## src/hw/hsts_pkg.sv

```systemverilog
// Purpose: Shared constants and types for the hot swap timer sequencer.
// Assumes: 100 MHz clock; reference codes are millivolts at the limit comparator.
// Notes:   Offsets, reset values, timing figures and state codes.

package hsts_pkg;

    // ------------------------------------------------------------
    // Clock and timing
    // ------------------------------------------------------------
    localparam int CLK_PERIOD_NS = 10;
    localparam int RST_PERIOD_NS = 100;
    localparam int RST_CYC = (RST_PERIOD_NS + CLK_PERIOD_NS - 1) / CLK_PERIOD_NS;
    localparam int INIT_MIN_MS = 27;
    localparam int INIT_MIN_CYC = INIT_MIN_MS * (1000000 / CLK_PERIOD_NS);
    localparam int RETRY_S = 10;
    localparam int RETRY_CYC = RETRY_S * (1000000000 / CLK_PERIOD_NS);

    // ------------------------------------------------------------
    // Register map (command codes of the management bus)
    // ------------------------------------------------------------
    localparam logic [7:0] ADDR_OPERATION = 8'h01;
    localparam logic [7:0] ADDR_POWER_CYCLE = 8'hD9;
    localparam logic [7:0] ADDR_STARTUP_FRAC = 8'hF6;
    localparam logic [7:0] ADDR_STATUS = 8'hF7;
    localparam int OP_ON_BIT = 7;
    localparam logic OP_ON_RST = 1'b1;
    localparam logic [3:0] FRAC_RST = 4'hF;
    localparam logic [7:0] RDATA_UNMAPPED = 8'h00;

    // ------------------------------------------------------------
    // Reference codes in mV at the limit comparator (sense x 50)
    // ------------------------------------------------------------
    localparam int REF_W = 12;
    localparam logic [11:0] REF_FLOOR_MV = 12'h064;
    localparam logic [11:0] RAIL_MV = 12'hA8C;
    localparam int FRAC_SHIFT = 4;

    // ------------------------------------------------------------
    // Comparator and pin bit positions in the synchroniser vector
    // ------------------------------------------------------------
    localparam int SYN_W = 8;
    localparam int SI_CB = 0;
    localparam int SI_TH = 1;
    localparam int SI_TL = 2;
    localparam int SI_UV = 3;
    localparam int SI_OV = 4;
    localparam int SI_PG = 5;
    localparam int SI_EN = 6;
    localparam int SI_RETRY_N = 7;

    // Timer current source selection
    typedef enum logic [2:0] {
        TS_OFF = 3'h0,
        TS_UP3 = 3'h1,
        TS_UP60 = 3'h2,
        TS_DN2 = 3'h3,
        TS_DN100 = 3'h4,
        TS_RAIL = 3'h5,
        TS_LOW = 3'h6
    } hsts_tsrc_t;

    // Sequencer states
    typedef enum logic [3:0] {
        ST_RESET = 4'h0,
        ST_INIT_UP = 4'h1,
        ST_INIT_DN = 4'h2,
        ST_WAIT_ON = 4'h3,
        ST_ON = 4'h4,
        ST_LATCH_DN = 4'h5,
        ST_LATCH_OFF = 4'h6,
        ST_RETRY = 4'h7
    } hsts_state_t;

endpackage

```

## src/hw/hsts_sequencer.sv

```systemverilog
// Purpose: Hot swap power-up sequencing, fault timer control and limit selection.
// Assumes: Comparator results arrive as asynchronous levels; reference codes
//          come from converters on clk. nrst is held until supply lockout clears.
// Notes:   Analog current-limit computation stays outside; only codes are chosen.
//
// Overview of operation
// - Start-up limit only while power good low
// - Lower of pin and register start-up limit
// - Start-up limit never below 100 mV floor
// - Start-up register resets to maximum code
// - Register limit is main times (N+1)/16
// - Active reference is lowest candidate
// - Foldback reference clamped at 100 mV minimum
// - Two thresholds, four timer current sources
// - Reset period holds gate and timer low
// - Initial cycle pulls timer up 3 uA
// - Initial pull-up lasts at least 27 ms
// - Then 100 uA down to low threshold
// - Ready only with supply inside window
// - Breaker trip: 60 uA up, regulate gate
// - Trip cleared early: switch to 2 uA down
// - Timer high: gate off, fault, power good low
// - Latch-off: 2 uA down, refuse turn-on
// - Below low: re-enable by UV or command toggle
// - Retry pin low: restart after 10 s
// - Fault latched until enable, on, power cycle or retry restart

`timescale 1ns/1ps

module hsts_sequencer #(
    parameter int INIT_CYC = hsts_pkg::INIT_MIN_CYC,
    parameter int RETRY_WAIT_CYC = hsts_pkg::RETRY_CYC
) (
    // Clock, reset, enable
    input wire logic clk,
    input wire logic nrst,
    input wire logic clk_en,
    // Asynchronous comparator results and pins
    input wire logic breaker_trip,
    input wire logic timer_above_high,
    input wire logic timer_below_low,
    input wire logic undervoltage_input,
    input wire logic overvoltage_input,
    input wire logic pwgin_above,
    input wire logic enable_pin,
    input wire logic retry_n_pin,
    // Reference codes in mV, synchronous to clk
    input wire logic [11:0] main_limit_ref,
    input wire logic [11:0] power_limit_ref,
    input wire logic [11:0] startup_limit_pin,
    // Management command port
    input wire logic [7:0] cmd_addr,
    input wire logic [7:0] cmd_wdata,
    input wire logic cmd_wr,
    input wire logic cmd_rd,
    output logic [7:0] cmd_rdata,
    // Power stage controls
    output logic gate_on,
    output logic gate_regulate,
    output logic [2:0] timer_src,
    output logic [11:0] active_limit_ref,
    output logic startup_limit_active,
    // Status pins
    output logic fault_out,
    output logic power_good_out
);

    // ------------------------------------------------------------
    // State record
    // ------------------------------------------------------------
    typedef struct packed {
        hsts_pkg::hsts_state_t st;
        logic [31:0] cnt;
        logic fault;
        logic pg;
        logic gate;
        logic regul;
        hsts_pkg::hsts_tsrc_t tsrc;
        logic op_on;
        logic [3:0] frac;
        logic [7:0] rdata;
        logic en_prev;
        logic uv_dip;
        logic op_dip;
        logic [11:0] lim;
        logic su_act;
    } hsts_st_t;

    hsts_st_t st_reg;
    hsts_st_t st_next;

    logic [hsts_pkg::SYN_W-1:0] syn_in;
    logic [hsts_pkg::SYN_W-1:0] syn;
    logic s_cb;
    logic s_th;
    logic s_tl;
    logic s_uv;
    logic s_ov;
    logic s_pg;
    logic s_en;
    logic s_retry_n;

    // ------------------------------------------------------------
    // Synchronisers for every asynchronous level
    // ------------------------------------------------------------
    assign syn_in[hsts_pkg::SI_CB] = breaker_trip;
    assign syn_in[hsts_pkg::SI_TH] = timer_above_high;
    assign syn_in[hsts_pkg::SI_TL] = timer_below_low;
    assign syn_in[hsts_pkg::SI_UV] = undervoltage_input;
    assign syn_in[hsts_pkg::SI_OV] = overvoltage_input;
    assign syn_in[hsts_pkg::SI_PG] = pwgin_above;
    assign syn_in[hsts_pkg::SI_EN] = enable_pin;
    assign syn_in[hsts_pkg::SI_RETRY_N] = retry_n_pin;

    hsts_sync #(
        .W(hsts_pkg::SYN_W)
    ) u_sync (
        .clk(clk),
        .nrst(nrst),
        .clk_en(clk_en),
        .d(syn_in),
        .q(syn)
    );

    assign s_cb = syn[hsts_pkg::SI_CB];
    assign s_th = syn[hsts_pkg::SI_TH];
    assign s_tl = syn[hsts_pkg::SI_TL];
    assign s_uv = syn[hsts_pkg::SI_UV];
    assign s_ov = syn[hsts_pkg::SI_OV];
    assign s_pg = syn[hsts_pkg::SI_PG];
    assign s_en = syn[hsts_pkg::SI_EN];
    assign s_retry_n = syn[hsts_pkg::SI_RETRY_N];

    // ------------------------------------------------------------
    // Next-state logic
    // ------------------------------------------------------------
    always_comb begin
        logic [16:0] prod;
        logic [11:0] su_reg;
        logic [11:0] su;
        logic [11:0] pl;
        logic [11:0] cand;
        logic op_wr;
        logic op_on_edge;
        logic pc;
        logic en_rise;
        logic supply_ok;
        logic run_ok;
        prod = '0;
        su_reg = '0;
        su = '0;
        pl = '0;
        cand = '0;
        op_wr = 1'b0;
        op_on_edge = 1'b0;
        pc = 1'b0;
        en_rise = 1'b0;
        supply_ok = 1'b0;
        run_ok = 1'b0;
        st_next = st_reg;

        // Command writes; power cycle is a write-only strobe
        if (cmd_wr) begin
            case (cmd_addr)
                hsts_pkg::ADDR_OPERATION: begin
                    op_wr = 1'b1;
                end
                hsts_pkg::ADDR_STARTUP_FRAC: begin
                    st_next.frac = cmd_wdata[3:0];
                end
                hsts_pkg::ADDR_POWER_CYCLE: begin
                    pc = 1'b1;
                end
                default: begin
                end
            endcase
        end
        op_on_edge = op_wr && cmd_wdata[hsts_pkg::OP_ON_BIT] && !st_reg.op_on;
        if (op_wr) begin
            st_next.op_on = cmd_wdata[hsts_pkg::OP_ON_BIT];
        end

        // Reads answer one cycle later; unknown codes read zero
        if (cmd_rd) begin
            case (cmd_addr)
                hsts_pkg::ADDR_OPERATION: begin
                    st_next.rdata = {st_reg.op_on, 7'h00};
                end
                hsts_pkg::ADDR_STARTUP_FRAC: begin
                    st_next.rdata = {4'h0, st_reg.frac};
                end
                hsts_pkg::ADDR_STATUS: begin
                    st_next.rdata = {st_reg.fault, st_reg.pg, st_reg.gate, st_reg.su_act,
                                     st_reg.st};
                end
                default: begin
                    st_next.rdata = hsts_pkg::RDATA_UNMAPPED;
                end
            endcase
        end

        // Fault clear events; a fault still active keeps it set
        en_rise = s_en && !st_reg.en_prev;
        st_next.en_prev = s_en;
        if ((en_rise || op_on_edge || pc) && !s_cb) begin
            st_next.fault = 1'b0;
        end

        supply_ok = s_uv && !s_ov;
        run_ok = supply_ok && s_en && st_reg.op_on;

        // Sequencer
        case (st_reg.st)
            hsts_pkg::ST_RESET: begin
                st_next.gate = 1'b0;
                st_next.regul = 1'b0;
                st_next.tsrc = hsts_pkg::TS_LOW;
                st_next.cnt = st_reg.cnt + 32'h1;
                if (st_reg.cnt >= 32'(hsts_pkg::RST_CYC - 1)) begin
                    st_next.cnt = '0;
                    st_next.st = hsts_pkg::ST_INIT_UP;
                end
            end
            hsts_pkg::ST_INIT_UP: begin
                // Reaching high early: hold at the rail so the 27 ms minimum stands
                st_next.tsrc = s_th ? hsts_pkg::TS_RAIL : hsts_pkg::TS_UP3;
                if (st_reg.cnt < 32'(INIT_CYC - 1)) begin
                    st_next.cnt = st_reg.cnt + 32'h1;
                end
                if (s_th && st_reg.cnt >= 32'(INIT_CYC - 1)) begin
                    st_next.st = hsts_pkg::ST_INIT_DN;
                    st_next.tsrc = hsts_pkg::TS_DN100;
                end
            end
            hsts_pkg::ST_INIT_DN: begin
                st_next.tsrc = hsts_pkg::TS_DN100;
                if (s_tl) begin
                    st_next.st = hsts_pkg::ST_WAIT_ON;
                    st_next.tsrc = hsts_pkg::TS_DN2;
                end
            end
            hsts_pkg::ST_WAIT_ON: begin
                st_next.gate = 1'b0;
                st_next.regul = 1'b0;
                st_next.tsrc = hsts_pkg::TS_DN2;
                if (run_ok) begin
                    st_next.st = hsts_pkg::ST_ON;
                    st_next.gate = 1'b1;
                end
            end
            hsts_pkg::ST_ON: begin
                if (!run_ok) begin
                    st_next.st = hsts_pkg::ST_WAIT_ON;
                    st_next.gate = 1'b0;
                    st_next.regul = 1'b0;
                    st_next.tsrc = hsts_pkg::TS_DN2;
                end else if (s_cb && s_th) begin
                    // Overcurrent lasted the full fault time
                    st_next.gate = 1'b0;
                    st_next.regul = 1'b0;
                    st_next.fault = 1'b1;
                    st_next.tsrc = hsts_pkg::TS_DN2;
                    st_next.cnt = '0;
                    st_next.uv_dip = 1'b0;
                    st_next.op_dip = 1'b0;
                    st_next.st = s_retry_n ? hsts_pkg::ST_LATCH_DN
                                           : hsts_pkg::ST_RETRY;
                end else if (s_cb) begin
                    st_next.tsrc = hsts_pkg::TS_UP60;
                    st_next.regul = 1'b1;
                end else begin
                    st_next.tsrc = hsts_pkg::TS_DN2;
                    st_next.regul = 1'b0;
                end
            end
            hsts_pkg::ST_LATCH_DN: begin
                // Turn-on requests are ignored until the timer has discharged
                st_next.gate = 1'b0;
                st_next.tsrc = hsts_pkg::TS_DN2;
                if (s_tl) begin
                    st_next.st = hsts_pkg::ST_LATCH_OFF;
                end
            end
            hsts_pkg::ST_LATCH_OFF: begin
                st_next.gate = 1'b0;
                st_next.tsrc = hsts_pkg::TS_DN2;
                if (!s_uv) begin
                    st_next.uv_dip = 1'b1;
                end
                if (!st_reg.op_on) begin
                    st_next.op_dip = 1'b1;
                end
                if ((st_reg.uv_dip && s_uv) || (st_reg.op_dip && st_reg.op_on) || pc) begin
                    st_next.st = hsts_pkg::ST_WAIT_ON;
                end
            end
            hsts_pkg::ST_RETRY: begin
                st_next.gate = 1'b0;
                st_next.tsrc = hsts_pkg::TS_DN2;
                st_next.cnt = st_reg.cnt + 32'h1;
                if (st_reg.cnt >= 32'(RETRY_WAIT_CYC - 1)) begin
                    st_next.cnt = '0;
                    st_next.st = hsts_pkg::ST_WAIT_ON;
                    if (!s_cb) begin
                        st_next.fault = 1'b0;
                    end
                end
            end
            default: begin
                st_next.st = hsts_pkg::ST_RESET;
                st_next.cnt = '0;
            end
        endcase

        // Power good needs a running, fault-free channel with output up
        st_next.pg = (st_next.st == hsts_pkg::ST_ON) && st_next.gate && s_pg
                     && run_ok && !st_next.fault;

        // Limit selection: register fraction of main limit, pin, foldback
        prod = 17'(main_limit_ref) * 17'({1'b0, st_reg.frac} + 5'h01);
        su_reg = 12'(prod >> hsts_pkg::FRAC_SHIFT);
        su = su_reg;
        if (startup_limit_pin < hsts_pkg::RAIL_MV && startup_limit_pin < su) begin
            su = startup_limit_pin;
        end
        if (su < hsts_pkg::REF_FLOOR_MV) begin
            su = hsts_pkg::REF_FLOOR_MV;
        end
        pl = power_limit_ref;
        if (pl < hsts_pkg::REF_FLOOR_MV) begin
            pl = hsts_pkg::REF_FLOOR_MV;
        end
        cand = (pl < main_limit_ref) ? pl : main_limit_ref;
        st_next.su_act = !st_reg.pg;
        if (!st_reg.pg && su < cand) begin
            cand = su;
        end
        st_next.lim = cand;
    end

    // ------------------------------------------------------------
    // State register
    // ------------------------------------------------------------
    // Reset values are constants only; the start-up fraction opens at full scale
    always_ff @(posedge clk or negedge nrst) begin
        if (!nrst) begin
            st_reg <= '{st: hsts_pkg::ST_RESET, cnt: 32'h0, fault: 1'b0, pg: 1'b0,
                        gate: 1'b0, regul: 1'b0, tsrc: hsts_pkg::TS_LOW,
                        op_on: hsts_pkg::OP_ON_RST, frac: hsts_pkg::FRAC_RST,
                        rdata: 8'h00, en_prev: 1'b0, uv_dip: 1'b0, op_dip: 1'b0,
                        lim: hsts_pkg::REF_FLOOR_MV, su_act: 1'b1};
        end else if (clk_en) begin
            st_reg <= st_next;
        end
    end

    // ------------------------------------------------------------
    // Outputs straight from the state register
    // ------------------------------------------------------------
    assign cmd_rdata = st_reg.rdata;
    assign gate_on = st_reg.gate;
    assign gate_regulate = st_reg.regul;
    assign timer_src = st_reg.tsrc;
    assign active_limit_ref = st_reg.lim;
    assign startup_limit_active = st_reg.su_act;
    assign fault_out = st_reg.fault;
    assign power_good_out = st_reg.pg;

endmodule

```

## src/hw/hsts_sync.sv

```systemverilog
// Purpose: Three-stage synchroniser for asynchronous levels.
// Assumes: Inputs are levels; short glitches may be dropped.
// Notes:   Output changes only once stages two and three agree.

`timescale 1ns/1ps

module hsts_sync #(
    parameter int W = 8
) (
    // Clock, reset, enable
    input wire logic clk,
    input wire logic nrst,
    input wire logic clk_en,
    // Levels in and filtered levels out
    input wire logic [W-1:0] d,
    output logic [W-1:0] q
);

    typedef struct packed {
        logic [W-1:0] s1;
        logic [W-1:0] s2;
        logic [W-1:0] s3;
        logic [W-1:0] o;
    } hsts_sync_st_t;

    hsts_sync_st_t st_reg;
    hsts_sync_st_t st_next;

    // Per bit: take the new level only where stages two and three agree
    always_comb begin
        st_next = st_reg;
        st_next.s1 = d;
        st_next.s2 = st_reg.s1;
        st_next.s3 = st_reg.s2;
        st_next.o = (st_reg.s2 & st_reg.s3) | (st_reg.o & (st_reg.s2 ^ st_reg.s3));
    end

    always_ff @(posedge clk or negedge nrst) begin
        if (!nrst) begin
            st_reg <= '0;
        end else if (clk_en) begin
            st_reg <= st_next;
        end
    end

    assign q = st_reg.o;

endmodule

```

## config.mk

```make
export PLATFORM = sky130hd
export DESIGN_NAME = hsts_sequencer
export DESIGN_NICKNAME = d
export VERILOG_FILES = /design/src/hw/hsts_pkg.sv /design/src/hw/hsts_sequencer.sv /design/src/hw/hsts_sync.sv
export SDC_FILE = /design/constraint.sdc
export NUM_CORES = 1
export LEC_CHECK = 0
export BUFFER_PORTS_ARGS = -buffer_cell sky130_fd_sc_hd__buf_2
export CAP_MARGIN = 20
export CORE_MARGIN = 4
export CORE_UTILIZATION = 30
export CTS_CLUSTER_SIZE = 25
export DETAILED_ROUTE_END_ITERATION = 16
export SYNTH_ARGS = -nofsm -noshare
export SYNTH_HDL_FRONTEND = slang
export SYNTH_SLANG_ARGS = --single-unit
```

## constraint.sdc

```tcl
create_clock -name clk -period 11.36 [get_ports clk]
set_input_delay 1.136 -clock clk [delete_from_list [all_inputs] [get_ports clk]]
set_output_delay 1.136 -clock clk [all_outputs]
set_load 0.02 [all_outputs]
```

# After elaboration in Yosys (flattened, before gate mapping)
# Cells that the tools add are included.
totals:
  inputBits: 65
  register_bits: 104
  elab_cells: 140
  output_inout_bits: 28
classes:
  n_bitwise: 5
  muxes: 43
  mul: 1
  reduce_logical: 43
  n_addsub: 2
  n_eq_ne: 17
  order_cmp: 10
op_table:
  columns: ["operator", "n"]
  rows:
  - ["$pmux 32 s5", 1]
  - ["$mux 37", 2]
  - ["$mux 12", 5]
  - ["$lt 12x12->1", 3]
  - ["$mux 36", 1]
  - ["$mux 33", 1]
  - ["$add 32x1->32 const B", 1]
  - ["$ge 32x22->1 const B", 1]
  - ["$ge 32x30->1 const B", 1]
  - ["$ge 32x4->1 const B", 1]
  - ["$lt 32x22->1 const B", 1]
  - ["$mux 32", 1]
  - ["$mux 4", 8]
  - ["$pmux 4 s8", 1]
  - ["$eq 8x8->1 const B", 3]
  - ["$lt 12x7->1 const B", 2]
  - ["$pmux 8 s3", 1]
  - ["$eq 4x3->1 const B", 5]
  - ["$logic_and 1x1->1", 17]
  - ["$and 8x8->8", 2]
  - ["$mul 12x5->16", 1]
  - ["$pmux 3 s5", 1]
  - ["$reduce_and 5->1", 3]
  - ["$lt 12x12->1 const B", 1]
  - ["other kinds (24)", 57]

# Logic depth before layout (Yosys ltp)
logic_depth:
  ltp_word: 17
  ltp_mapped: 38
  mapped_depth_nobuf: 34

# Hierarchy
# Synthesis repeated with hierarchy kept, for this count alone.
hier_totals:
  cells_unflattened: 1054
  area_unflattened_um2: 9167.5
by_module_without_submodules:
  columns: ["mod", "seq_area_each_um2", "n_inst", "area_each_um2", "cells_each"]
  rows:
  - ["hsts_sequencer", 1815.5, 1, 7771.2, 962]
  - ["hsts_sync", 800.8, 1, 1396.3, 92]

# Worst setup path before layout
# No wires, ideal clock.
synth_path:
  kind: "reg2reg"
  start: "register st_reg[24] (netlist bit)"
  end: "register st_reg, in the netlist active_limit_ref[9]"
  period_less_slack_ps: 8378
  setup_ps: 126
  arrival_ps: 8252
  path_slack_ps: 2982
  n_path_buf: 3
  stages_incl_launch_ff: 36
  required_ps: 11234
  cell_sequence: "dfstp_2 > ha_1 > and3_1 > clkbuf_1 > nand2_1 > fa_1 > fa_1 > fa_1 > inv_1 > ha_1 > and3_1 > a221o_1 > buf_6 > a221oi_1 > nor2b_1 > nor2_1 > xor2_1 > ha_1 > nand3_1 > o221ai_1 > nor4_1 > nor2_1 > a31oi_1 > clkbuf_1 > nand2_1 > a21oi_1 > ha_1 > a21o_1 > a21o_1 > a21o_1 > a21o_1 > a21oi_1 > o21ai_0 > a21o_1 > or2_2 > a221o_1"
synth_via:
  elab_chain_len: 10
synth_rtl:
  columns: ["item", "line_no", "rtl"]
  rows:
  - ["start: declaration", "hsts_sequencer.sv:89", "hsts_st_t st_reg;"]
  - ["start signal: assignment", "hsts_sequencer.sv:347", "st_reg <= '{st: hsts_pkg::ST_RESET, cnt: 32'h0, fault: 1'b0, pg: 1'b0,"]
  - ["start signal: assignment", "hsts_sequencer.sv:353", "st_reg <= st_next;"]
  - ["$add 4x1->5 (*)", "hsts_sequencer.sv:320", "prod = 17'(main_limit_ref) * 17'({1'b0, st_reg.frac} + 5'h01);"]
  - ["$mul 12x5->16 (*)", "hsts_sequencer.sv:320", null]
  - ["$lt 12x12->1", "hsts_sequencer.sv:323", "if (startup_limit_pin < hsts_pkg::RAIL_MV && startup_limit_pin < su) begin"]
  - ["$logic_and 1x1->1", "hsts_sequencer.sv:323", null]
  - ["$mux 12 (*)", "hsts_sequencer.sv:323", null]
  - ["$lt 12x7->1", "hsts_sequencer.sv:326", "if (su < hsts_pkg::REF_FLOOR_MV) begin"]
  - ["$mux 12 (*)", "hsts_sequencer.sv:326", null]
  - ["$lt 12x12->1", "hsts_sequencer.sv:335", "if (!st_reg.pg && su < cand) begin"]
  - ["$logic_and 1x1->1", "hsts_sequencer.sv:335", null]
  - ["$mux 12 (*)", "hsts_sequencer.sv:335", null]
# Mark *: on every way between the ends. The rest lies on a longest branch, timed or not.
# A chain may end at the register's enable or synchronous reset.

# Worst setup path after layout
# Same ends and word-level chain as after synthesis.

==> results.cfg <==
[final_layout]
nFillCells = 3078
largest_reg_flops = 44
diodes = 0
fin_area_um2 = 9770
fin_nets = 1227
finalNonFillerCells = 1457
syn_to_final_growth_pct = 9.80
layout-drive-gt1-share = 0.155

[cts]
cts_buffer_depth = 2
cts.sinks = 104
cts.htree.levels = 3
numCtsBuffers = 9
tritoncts = yes
post_cts_resized = 0
clkLatencyLatePin_ns = 0.36
cts_root_buffer = clkbuf_16
clk_pin_slew_ns = 0.08
post_cts_buffers = 0
hold_buffers = 0

[timing]
setup_tns_ns = 0
finalCritPeriodShare = 0.899
max_freq_mhz = 97.9
maxSlewHeadroom = 0.408
setup_violations = 0
worstMarginPinSlew_ns = 0.883
period_needed_ns = 10.21
fin_worst_skew_ns = 0.0136
grt_setup_unrepaired = no
maxSlewViolCount = 0
hold_violations = 0

[floorplan]
design.die.area_um2 = 32500
row_count = 62
start_util = 0.307
coreArea_um2 = 29000
ios = 93
fp.dieH_um = 180
die_w_um = 180

[worst_setup_path]
crit_slowest_cell = dfstp_2
cp_data_required_time_ns = 11.61
cp_common_cell = ha_1
slowest_delay_ns = 0.70
worst_ep_arrival_time_ns = 10.47
cp-end-kind = flop
critical_path_class = flop to flop
cp-start-kind = flop
crit_fanout = 18

[global_routing]
antenna_found_initial = 1
gr-usage-all-layers = 0.146
grt_overflow = 0
grt_pass1_vias = 7383
grt_pass1_wl_um = 39500
grt_max_degree = 69

[placement]
portBuffers = 89
gp_congestion = 0.874
hpwl_um = 18300
placed_area_um2 = 9450
dpl.cell_count = 1440

[logic_synthesis]
synth_compound_area_frac = 0.194
synth_xor_area_frac = 0.0212
synth_seq_cells = 104
postSynthAreaPerCell_um2 = 8.54
synth_top_family_by_area = simple AND/OR/NAND/NOR gates
synth.area.mux_share = 0.0562
yosys.area.top_type = dfrtp_1
synth_fa_ha_area_frac = 0.156
synth_common_cells = 115 x nand2_1, 93 x dfrtp_1, 89 x o21ai_0
synth_top_area_frac = 0.261
synth.most_common_cell = nand2_1
netlist_area_um2 = 8900
synth_edf_count = 0
synth_cell_types = 72
async_flop_share = 1.00
synth_area_leaders = dfrtp_1 26%, ha_1 9.3%, fa_1 6.3%, o21ai_0 5.0%, nand2_1 4.8%
synthCells = 1042
synthSimpleGateAreaFrac = 0.201
synthFlopType = dfrtp_1
syn_nets = 1201
synth_warnings = 0
synth-seq-area-share = 0.294

[route]
drtIter0Drc = 581
drt-total-wl_um = 23600
dr.pass1.iters = 5
antenna_left = 0
wire_per_inst_um = 16.2
avgViaCountPerCell = 5.21
drcViolationCount = 0
vias = 7597

[power]
ir_drop_uv = 60.9
powerDensity_nw_per_um2 = 129
power.leakage_nw = 4.45

[outcome]
status = finished, final reports clean

[min_path]
hp-class = flop to flop

[flow_run]
max_cap_violations = 0
[per-stage QoR]
step	power (mW)	hold slack [ns]	worst slack [ns]	util
floorplan	0.809	0.450	2.98	-
global placement	0.929	0.460	1.27	0.326
detailed placement	0.933	0.467	1.25	0.326
CTS	1.27	0.483	1.24	0.337
global route	1.35	0.500	0.391	0.337
finish	1.26	0.479	1.15	0.337
[final cells by class]
class	count	area, um^2	share of cell area
clock inverters	6	83.8	0.00858
well taps	384	480	0.0492
repair buffers	94	485	0.0497
multi-input cells	782	5590	0.572
clock buffers	10	229	0.0234
inverters	77	289	0.0296
flip-flops and latches	104	2620	0.268
[where the power goes]
part           leakage [nW]  total (mW)  internal [mW]  switching, mW
Clock                 0.155       0.332          0.178          0.154
Sequential             1.31       0.506          0.430         0.0756
Combinational          2.99       0.421          0.169          0.252
[critical path: cells and delay by family (launching register included)]
family	cells	cell delay, ns
fa+ha+maj	7	2.77
xor+xnor	2	0.93
buf+inv	1	0.05
simple gates	10	1.78
flops	1	0.70
compound gates	10	3.86
[per-layer routing]
metal / routed length (um) / global-route usage
met5: 0 / 0
met4: 416 / 0.0387
met3: 1010 / 0.0252
met2: 10800 / 0.234
met1: 11400 / 0.203
[layout by cell type (no fill, tap or decap), types with 20 or more instances in the layout]
cell,instances
buf_2,88
nor3_1,20
a21oi_1,35
nand2_1,115
and2_1,31
inv_1,75
fa_1,28
o21ai_0,89
mux2_2,32
dfrtp_1,93
ha_1,66
nand3_1,33
nor2_1,71
[path summary, 6_finish.rpt]
path	startpoint	to	slack, ns	cells past startpoint
max in group asynchronous	nrst	u_sync.q[2]$_DFFE_PN0P_	9.37	2
hold reg to reg	cmd_rdata[1]$_DFFE_PN0P_	cmd_rdata[1]$_DFFE_PN0P_	0.48	2
hold / removal	cmd_rdata[1]$_DFFE_PN0P_	cmd_rdata[1]$_DFFE_PN0P_	0.48	2
setup reg to reg	st_reg[24]$_DFFE_PN1P_	active_limit_ref[9]$_DFFE_PN0P_	1.15	30
min in group asynchronous	nrst	gate_regulate$_DFFE_PN0P_	0.74	1
setup / recovery	st_reg[24]$_DFFE_PN1P_	active_limit_ref[9]$_DFFE_PN0P_	1.15	30
[logic make-up (layout without fill, tap and decap cells)]
family	after synthesis	in the layout
and+or+nand+nor	360	360
AOI/OAI and AO/OA	262	262
buffers and inverters	156	187
DFF	104	104
adders and majority gates	94	94
muxes	46	46
xor gates and xnor gates	20	20
Note: power is estimated with default switching activity, not from simulation.
